--- src/rtl/rgd_defs.vh ---
`ifndef RGD_DEFS_VH
`define RGD_DEFS_VH
// Register byte addresses
`define RGD_ADDR_CONTROL 16'hFE79
`define RGD_ADDR_IRQ_STATUS 16'hFE7A
`define RGD_ADDR_IRQ_MASK 16'hFE7B
// Control register field positions
`define RGD_BIT_FLAG 7
`define RGD_BIT_CKSEL 6
`define RGD_BIT_RUN 5
`define RGD_BIT_STBY_HI 4
`define RGD_BIT_STBY_LO 3
`define RGD_SEL_HI 2
`define RGD_SEL_LO 0
// Reset values
`define RGD_CONTROL_RESET 8'h00
`define RGD_IRQ_RESET 8'h00
// Counter-clear key value
`define RGD_CLEAR_KEY 8'h55
// Standby action codes
`define RGD_STBY_CONT0 2'h0
`define RGD_STBY_STOP 2'h1
`define RGD_STBY_HOLDCNT 2'h2
`define RGD_STBY_CONT3 2'h3
// Threshold base: code 0 gives 2^10 counts
`define RGD_THRESH_BASE_LOG2 10
// Interrupt status bit positions
`define RGD_IRQ_OVF 0
`define RGD_IRQ_SUBSTOP 1
`endif

--- src/rtl/rgd_runaway_guard.v ---
// How it works
// - Counter is 17 bits, incrementing per selected slow-clock tick while running.
// - Bit 6 picks RC oscillator clock at 0, subclock at 1.
// - Overflow when count equals threshold chosen by bits 2..0.
// - Codes 000..111 give 1024 up to 131072 counts, doubling each step.
// - Overflow raises guard reset, clears run, sets flag bit 7.
// - Running on subclock: subclock stop or HOLD entry causes guard reset.
// - Bits 4..3: 00/11 continue, 01 stop, 10 halt keeping count.
// - Pin/POR/LOW_VOLTAGE_DETECTOR reset clears all; guard reset keeps bits 6 and 4..0.
// - While running, ordinary writes ignored; register stays readable.
// - Dedicated immediate move of 55H while running clears counter.
// - 55H by other instructions does not clear; CPU flags the instruction.
// - Flag cleared by pin/POR/LOW_VOLTAGE_DETECTOR reset, set by guard reset, software writable.
// - Run bit 1 counts, 0 stops and holds the counter at zero.
// - RC oscillator enabled when clock select is 0 and run is 1.
// - Only external resets, an overflow or subclock-loss trip, or standby with action 01 stop a running guard.
// - RC-clocked counting continues even when the system clock stops.
//
// Decided for this implementation: strobed register access.
`timescale 1ns/1ps
`include "rgd_defs.vh"
module rgd_runaway_guard #(
    parameter CNT_W = 17
) (
    input wire clk,
    input wire nrst,
    input wire [15:0] addr,
    input wire [7:0] wdata,
    input wire wr,
    input wire rd,
    input wire wr_is_clear_move,
    output reg [7:0] rdata,
    input wire rc_tick_raw,
    input wire sub_tick_raw,
    input wire subclock_osc_enable,
    input wire standby_enter,
    input wire standby_active,
    input wire hold_enter,
    output wire rc_osc_enable,
    output reg guard_reset,
    output wire irq
);
    // Control register and fields
    reg [7:0] guard_control_reg;
    reg [CNT_W-1:0] guard_counter;
    reg [7:0] irq_status;
    reg [7:0] irq_mask;
    // Tick synchronisers and edge memory
    reg rc_s1;
    reg rc_s2;
    reg rc_s3;
    reg sub_s1;
    reg sub_s2;
    reg sub_s3;
    wire guard_run;
    wire guard_clock_select;
    wire [1:0] standby_action;
    wire [2:0] overflow_select;
    wire tick;
    wire counting;
    wire overflow;
    wire sub_stop;
    wire trip;
    wire ctl_hit;
    wire clear_op;
    wire stop_by_standby;
    wire [7:0] irq_event;
    wire [7:0] irq_clear;
    genvar gi;

    // Last count before the threshold; the top code needs one bit more than the counter
    function [CNT_W-1:0] thresh;
        input [2:0] code;
        reg [CNT_W:0] full;
        begin
            full = {{CNT_W{1'b0}}, 1'b1} << (`RGD_THRESH_BASE_LOG2 + code);
            thresh = full[CNT_W-1:0] - {{(CNT_W-1){1'b0}}, 1'b1};
        end
    endfunction

    // Register address decode for the write paths; the read path uses a case on addr
    function hit;
        input [15:0] a;
        input [15:0] target;
        begin
            hit = (a == target);
        end
    endfunction

    // Field decode
    assign guard_run = guard_control_reg[`RGD_BIT_RUN];
    assign guard_clock_select = guard_control_reg[`RGD_BIT_CKSEL];
    assign standby_action = guard_control_reg[`RGD_BIT_STBY_HI:`RGD_BIT_STBY_LO];
    assign overflow_select = guard_control_reg[`RGD_SEL_HI:`RGD_SEL_LO];
    assign ctl_hit = hit(addr, `RGD_ADDR_CONTROL);

    // RC oscillator request
    assign rc_osc_enable = guard_run & ~guard_clock_select;

    // Bring slow-clock ticks in through two flops, then edge detect
    always @(posedge clk)
    begin
        if (!nrst)
        begin
            rc_s1 <= 1'b0;
            rc_s2 <= 1'b0;
            rc_s3 <= 1'b0;
            sub_s1 <= 1'b0;
            sub_s2 <= 1'b0;
            sub_s3 <= 1'b0;
        end
        else
        begin
            rc_s1 <= rc_tick_raw;
            rc_s2 <= rc_s1;
            rc_s3 <= rc_s2;
            sub_s1 <= sub_tick_raw;
            sub_s2 <= sub_s1;
            sub_s3 <= sub_s2;
        end
    end

    // Selected slow tick; RC path does not depend on the CPU running
    assign tick = guard_clock_select ? (sub_s2 & ~sub_s3) : (rc_s2 & ~rc_s3);

    // Standby action decide whether counting pauses
    assign counting = guard_run & tick &
        ~(standby_active & (standby_action == `RGD_STBY_HOLDCNT));

    // Overflow and subclock-loss trip
    // Tick that would reach the threshold trips, so the 17-bit count never wraps
    assign overflow = counting & (guard_counter == thresh(overflow_select));
    assign sub_stop = guard_run & guard_clock_select &
        (~subclock_osc_enable | hold_enter);
    assign trip = overflow | sub_stop;
    assign stop_by_standby = guard_run & standby_enter &
        (standby_action == `RGD_STBY_STOP);

    // Clear only by the dedicated move carrying the key while running
    assign clear_op = wr & ctl_hit & guard_run & wr_is_clear_move &
        (wdata == `RGD_CLEAR_KEY);

    // Counter
    always @(posedge clk)
    begin
        if (!nrst)
            guard_counter <= {CNT_W{1'b0}};
        else if (!guard_run || trip || stop_by_standby || clear_op)
            guard_counter <= {CNT_W{1'b0}};
        else if (counting)
            guard_counter <= guard_counter + {{(CNT_W-1){1'b0}}, 1'b1};
    end

    // Control register; nrst stands for pin, POR and LOW_VOLTAGE_DETECTOR resets
    always @(posedge clk)
    begin
        if (!nrst)
            guard_control_reg <= `RGD_CONTROL_RESET;
        else if (trip)
        begin
            guard_control_reg[`RGD_BIT_FLAG] <= 1'b1;
            guard_control_reg[`RGD_BIT_RUN] <= 1'b0;
        end
        else if (stop_by_standby)
            guard_control_reg[`RGD_BIT_RUN] <= 1'b0;
        else if (wr && ctl_hit && !guard_run)
            guard_control_reg <= wdata;
    end

    // Guard reset pulse for the rest of the chip
    always @(posedge clk)
    begin
        if (!nrst)
            guard_reset <= 1'b0;
        else
            guard_reset <= trip;
    end

    // Status events and write-one clear mask
    assign irq_event = {6'h00, sub_stop, overflow};
    assign irq_clear = (wr && hit(addr, `RGD_ADDR_IRQ_STATUS)) ? wdata : 8'h00;

    // Sticky status bits: set beats write-one clear
    generate
        for (gi = 0; gi < 8; gi = gi + 1)
        begin : g_status
            always @(posedge clk)
            begin
                if (!nrst)
                    irq_status[gi] <= 1'b0;
                else if (irq_event[gi])
                    irq_status[gi] <= 1'b1;
                else if (irq_clear[gi])
                    irq_status[gi] <= 1'b0;
            end
        end
    endgenerate

    // Interrupt mask register
    always @(posedge clk)
    begin
        if (!nrst)
            irq_mask <= `RGD_IRQ_RESET;
        else if (wr && hit(addr, `RGD_ADDR_IRQ_MASK))
            irq_mask <= wdata;
    end
    assign irq = |(irq_status & irq_mask);

    // Read port, data one cycle after strobe
    always @(posedge clk)
    begin
        if (!nrst)
            rdata <= 8'h00;
        else if (rd)
        begin
            case (addr)
                `RGD_ADDR_CONTROL: rdata <= guard_control_reg;
                `RGD_ADDR_IRQ_STATUS: rdata <= irq_status;
                `RGD_ADDR_IRQ_MASK: rdata <= irq_mask;
                default: rdata <= 8'h00;
            endcase
        end
        else
            rdata <= 8'h00;
    end
endmodule

--- config.mk ---
export PLATFORM = sky130hd
export DESIGN_NAME = rgd_runaway_guard
export DESIGN_NICKNAME = d
export VERILOG_FILES = /design/src/rtl/rgd_runaway_guard.v
export VERILOG_INCLUDE_DIRS = /design/src /design/src/rtl
export SDC_FILE = /design/constraint.sdc
export NUM_CORES = 1
export LEC_CHECK = 0
export BUFFER_PORTS_ARGS = -buffer_cell sky130_fd_sc_hd__buf_2
export CAP_MARGIN = 0
export CORE_UTILIZATION = 50
export DETAILED_ROUTE_END_ITERATION = 8
export PLACE_DENSITY = 0.77
export SETUP_SLACK_MARGIN = 0.5
export SLEW_MARGIN = 25
export SYNTH_ARGS = -nofsm -noshare
export SYNTH_HDL_FRONTEND = slang
export SYNTH_SLANG_ARGS = --single-unit
--- constraint.sdc ---
create_clock -name clk -period 2.4 [get_ports clk]
set_input_delay 0.24 -clock clk [delete_from_list [all_inputs] [get_ports clk]]
set_output_delay 0.24 -clock clk [all_outputs]
set_load 0.01 [all_outputs]
---- Yosys cells after proc, flatten, opt, wreduce, memory -nomap -nowiden ----
Cells that the tools add are included.
W data, S select, Z words.
word-level totals
  flip-flop bits (word level) ............. 50
  input bits .............................. 35
  output and inout bits ................... 11
operators by class
  add/subtract/negate cells ............... 3
  equality and inequality tests ........... 8
  shift operators ......................... 1
  muxes and demuxes ....................... 10
  bitwise operators ....................... 26
  reduce and logical (&&, ||, !) cells .... 17
operators with widths
  kind                     count
  $eq A16 B16 Y1 const B   3
  $pmux W8 S3              1
  $add A17 B1 Y17 const B  1
  $eq A17 B17 Y1           1
  $shl A1 B5 Y17 const A   1
  $sub A17 B1 Y17 const B  1
  $and A1 B1 Y1            15
  $and A2 B8 Y8            1
  $eq A8 B7 Y1 const B     1
  $mux W8                  1
  $not A1 Y1               8
  $reduce_or A8 Y1         1
  $mux W1                  6
  $reduce_bool A2 Y1       3
  $add A4 B3 Y5 const A    1
  $logic_and A1 B1 Y1      4
  $mux W2                  2
  $reduce_and A2 Y1        2
  $logic_or A1 B1 Y1       3
  $reduce_and A3 Y1        1
  $reduce_or A3 Y1         1
  $eq A2 B1 Y1 const B     1
  $eq A2 B2 Y1 const B     1
  $ne A2 B2 Y1 const B     1
  other kinds (3)          4

---- Longest topological paths before layout ----
  word-level depth ........................ 11
  depth in mapped cells ................... 9
  gate-level depth less buffers ........... 7

---- Worst setup path before layout ----
No wires, ideal clock.
  path type ............................... register -> register
  start point ............................. register guard_control_reg[1]
  end point ............................... register guard_counter[10]
  library setup time ...................... 0.132 ns
  arrival ................................. 2.485 ns
  data required time ...................... 2.268 ns
  setup slack ............................. -0.217 ns
  cell stages (with the launch flop) ...... 10
  path buffers ............................ 2
  period minus slack after synthesis ...... 2.617 ns
  cell sequence ........................... dfxtp_1 -> buf_4 -> inv_1 -> ha_1 -> or4b_1 -> or2_0 -> a2111oi_2 -> o2111a_2 -> buf_4 -> nor3_1
between the ends
  word-level cells in the longest chain between the ends .. 10
RTL lines
  what                               line                     source
  start, declared                    rgd_runaway_guard.v:44   reg [7:0] guard_control_reg;
  start signal, assigned             rgd_runaway_guard.v:158  guard_control_reg <= `RGD_CONTROL_RESET;
  start signal, assigned             rgd_runaway_guard.v:167  guard_control_reg <= wdata;
  $add A4 B3 Y5 (no source line)     -
  $shl A1 B5 Y17                     rgd_runaway_guard.v:76   full = {{CNT_W{1'b0}}, 1'b1} << (`RGD_THRESH_BASE_LOG2 + code);
  $sub A17 B1 Y17                    rgd_runaway_guard.v:77   thresh = full[CNT_W-1:0] - {{(CNT_W-1){1'b0}}, 1'b1};
  $eq A17 B17 Y1                     rgd_runaway_guard.v:132  assign overflow = counting & (guard_counter == thresh(overflow_select));
  $and A1 B1 Y1                      rgd_runaway_guard.v:132
  $or A1 B1 Y1                       rgd_runaway_guard.v:135  assign trip = overflow | sub_stop;
  $logic_or A1 B1 Y1 (3 in a row)    rgd_runaway_guard.v:148  else if (!guard_run || trip || stop_by_standby || clear_op)
  $reduce_or A2 Y1 (no source line)  -
  end signal, assigned               rgd_runaway_guard.v:147  guard_counter <= {CNT_W{1'b0}};
  end signal, assigned               rgd_runaway_guard.v:149  guard_counter <= {CNT_W{1'b0}};
  end signal, assigned               rgd_runaway_guard.v:151  guard_counter <= guard_counter + {{(CNT_W-1){1'b0}}, 1'b1};
  end, declared                      rgd_runaway_guard.v:45   reg [CNT_W-1:0] guard_counter;
Every way passes these cells.
A chain may end at the register's enable or synchronous reset.

---- Final worst setup path ----
  start point ............................. register guard_control_reg[1]
  end point ............................... register guard_counter[2]
The elaborated chain is that of the path after synthesis.

==> flow_summary.rst <==
.. list-table::
   :header-rows: 1

   * - Metric
     - Value
   * - Flip-flop and latch area
     - 0.001006 mm²
   * - Prevailing post-synth register cell
     - dfxtp_1
   * - H-tree Lvls
     - 2
   * - Synthesized cell area
     - 0.002507 mm²
   * - Maximum buffer depth of the clock tree
     - 2
   * - Crit end category
     - flip-flop
   * - Hold Vio Cnt, Final
     - 0
   * - Worst Max-Slew Pin Slew
     - 491.3 ps
   * - Number of clock buffers inserted by TritonCTS
     - 5
   * - Syn-to-layout area delta
     - 19.26%
   * - Ys Warns
     - 0
   * - Max Cap Viol
     - 0
   * - Number of nets with antenna violations after routing
     - 0
   * - Leakage Power
     - between 1 and 1.5 nW
   * - Ratio of final minimum period to clock period
     - 100.6%
   * - Core ar.
     - between 0.004 and 0.005 mm²
   * - Area of the multi-input gates
     - ~0.0014 mm²
   * - Synthesized instance count
     - 265
   * - Final-report max-slew violation count
     - 0
   * - Type of the tightest min-delay check
     - in -> reg
   * - CP Class
     - reg -> reg
   * - Finish-stage setup viols
     - 9
   * - Pin count of the biggest net entering global routing
     - 25
   * - Via/cell ratio
     - around 5.3
   * - Die height
     - around 73 µm
   * - Clock sink count
     - 50
   * - Uppermost metal layer occupied by signal nets
     - met4
   * - Met3 WL
     - ~250 µm
   * - Share of layout cells above drive strength 1
     - about a quarter
   * - Clock slew seen by the registers of the worst setup and hold paths
     - about 90 ps
   * - Final HPWL DP
     - 3883 µm
   * - Setup TNS
     - -75.46 ps
   * - Count of flip-flops with a built-in enable after synthesis
     - 0
   * - Power share of the clock group
     - a little over a third
   * - Result of the run
     - finished, violations left
   * - Unrepaired setup endpoints after global routing
     - true
   * - Starting utilization of the core area
     - approximately 52%
   * - Sequential share of the synthesized area
     - around two fifths
   * - Count of buffers inserted at the top-level ports
     - 45
   * - Later-pin clock latency in the skew report
     - between 300 and 400 ps
   * - Dpl cells
     - 376
   * - Violated checks
     - setup timing
   * - Die extent in x
     - about 73 µm
   * - Worst endpoint required time
     - around 2600 ps
   * - Share of total power in sequential cells
     - around three fifths
   * - Net count after synthesis
     - 308
   * - Total number of nets in the final design
     - 360
   * - Max-Slew Margin vs Limit
     - roughly two thirds
   * - Number of synthesized register bits
     - 50
   * - Top-Level Pins
     - 46
   * - CTS Root Cell
     - clkbuf_8
   * - Share of total power consumed by net switching
     - about 23%
   * - Routed wirelength normalized by instance count
     - 13.97 µm
   * - Sum of routed wire length over all layers
     - 5378 µm
   * - Mean area per synthesized cell
     - ~9.5 µm²
   * - DR vias
     - between 2000 and 2500
   * - Endpoint arrival time on the critical path
     - about 2600 ps
   * - Residual overflow from global routing
     - 0
   * - WL met1
     - 2545 µm
   * - Area of the die
     - roughly 0.0053 mm²
   * - Critical-path maximum fanout
     - 10
   * - Non-filler cells, final
     - 385
   * - Fill count
     - roughly 420
   * - Maximum clock frequency
     - slightly above 400 MHz
   * - Peak supply drop
     - about 330 µV
   * - Number of flip-flops under the largest register name
     - 17
   * - Clock tree from TritonCTS
     - done
   * - Number of antenna violations at the first check in global routing
     - 0
   * - GRT Util Overall
     - about 22%
   * - DP Worst Slack
     - between 30 and 40 ps
   * - Fraction of registers with async set/reset
     - 0%
   * - Met2 routed WL
     - 2485 µm
   * - Fin Clk Skew
     - between 6 and 7 ps
   * - Kind of start point of the critical path
     - flip-flop
   * - Min cycle time layout
     - 2414 ps
   * - Proportion of power drawn by combinational gates
     - under 10%
   * - Number of global-route vias before repair
     - approximately 1900
   * - Residual DRC count
     - 0
   * - Number of diodes added for antenna fixing
     - 0
   * - Reg with most FFs
     - guard_counter
   * - Power density over the cells
     - around 460 mW/mm²
   * - Gp weighted congestion
     - around 0.88
   * - Switch Pwr
     - around 0.32 mW
   * - Row count
     - 25
   * - Minimum setup slack in the final design
     - -14.24 ps
   * - Global-route wire length before repair
     - around 9000 µm
   * - Internal power contribution
     - roughly 1.1 mW
   * - Number of DRC markers in iteration 0
     - 124
   * - Router iterations before antenna repair
     - 4
   * - Synth unique cells
     - ~50
-- cells in the final DEF (no fill, tap or decap), types with 2 or more instances in the layout --
master     count
buf_4          9
xor2_1         3
and3_1         2
xnor2_1       22
and2_1         6
a21oi_1        4
mux2i_1       23
nand4b_1       2
nor3_1        22
nor2_1        15
nand4_1        6
inv_1          9
nor4bb_1       4
nor4_1         9
o21a_1         2
ha_1           7
nor3b_1        3
nand2_1       10
dfxtp_1       48
o2111ai_1      2
nor2b_1       17
buf_2         45
clkbuf_8       5
nand3_1        9
-- timing repair --
| item | CTS | global route |
|---|---|---|
| resized for setup | 1 | 2 |
| setup buffers | 0 | 0 |
| pin swaps | 0 | 3 |
| hold endpoints to repair | 0 | 0 |
| hold buffers | 0 | 0 |
| endpoints found under the setup margin | 21 | 21 |
| gates cloned | 0 | 1 |
-- per-stage QoR --
step / utilization [%] / hold WS (ps) / total power [mW] / cell area (µm²)
2_1_floorplan: - / 367.3 / 0.8767 / 2536
3_3_place_gp: 59.92 / 414.8 / 0.9159 / 2868
3_5_place_dp: 59.92 / 426.0 / 0.9169 / 2868
4_1_cts: 61.86 / 132.1 / 1.391 / 2960
5_1_grt: 62.48 / 127.7 / 1.432 / 2990
6_report: 62.48 / 137.9 / 1.387 / 2990
-- area by class of cell --
class,instances,share of cell area (%)
Sequential cell,50,33.64
Inverter,11,1.464
Clock buffer,5,2.301
Clock inverter,3,0.7113
Tap cell,67,2.803
Timing Repair Buffer,56,11.30
Multi-Input combinational cell,193,47.78
-- power by group through the flow --
stage,clock network (mW),logic (mW),registers [mW]
final,0.490,0.0640,0.833
after CTS,0.494,0.0637,0.833
after global routing,0.529,0.0697,0.833
after global placement,0,0.0627,0.853
after floorplan,0,0.0238,0.853
after detailed placement,0,0.0636,0.853
-- cell families after synthesis --
logic type,after synthesis,synth area share [%]
xor gates and xnor gates,25,8.733
muxes,24,9.631
AOI/OAI and AO/OA,19,6.038
adders and majority gates,8,3.992
DFF,50,39.92
buffers and inverters,22,3.942
and+or+nand+nor,117,27.75
-- final timing paths --
check | cells after the start | slack (ps) | start | to
max | 8 | -10 | guard_control_reg[1] | guard_counter[2]
min reg2reg | 1 | 440 | rc_s1 | rc_s2
min | 2 | 140 | sub_tick_raw | sub_s1
max reg2reg | 8 | -10 | guard_control_reg[1] | guard_counter[2]
-- worst max-delay path, stage by stage (launching register included) --
cell and delay (ps):
dfxtp_4 390, inv_4 40, ha_4 200, or4b_4 530
or2_0 230, a2111oi_2 360, o2111a_2 320, clkbuf_16 170
nor3_1 50
-- cells in the mapped netlist, types with 2 or more instances --
cell | n | area (µm²)
buf_4 | 2 | 15.01
nor3b_1 | 3 | 22.52
xnor2_1 | 22 | 192.7
a21oi_1 | 4 | 20.02
nand2_1 | 10 | 37.54
nand4_1 | 6 | 37.54
dfxtp_1 | 50 | 1001
nor4_1 | 9 | 56.30
nor2b_1 | 17 | 106.4
nor4bb_1 | 4 | 40.04
mux2i_1 | 23 | 230.2
nor2_1 | 15 | 56.30
o21a_1 | 2 | 15.01
clkbuf_1 | 6 | 22.52
inv_1 | 11 | 41.29
nor3_1 | 23 | 115.1
nand4b_1 | 2 | 17.52
and3_1 | 2 | 12.51
ha_1 | 8 | 100.1
and2_1 | 6 | 37.54
nand3_1 | 9 | 45.04
xor2_1 | 3 | 26.28
o2111ai_1 | 2 | 17.52
-- routing by layer --
metal / vias up / track usage [%]
met5: - / 0
met4: 0 / 8.497
met3: 9 / 4.144
met2: 41 / 34.99
met1: 963 / 29.72
li1: 1041 / -
(Power assumes the default switching activity.)
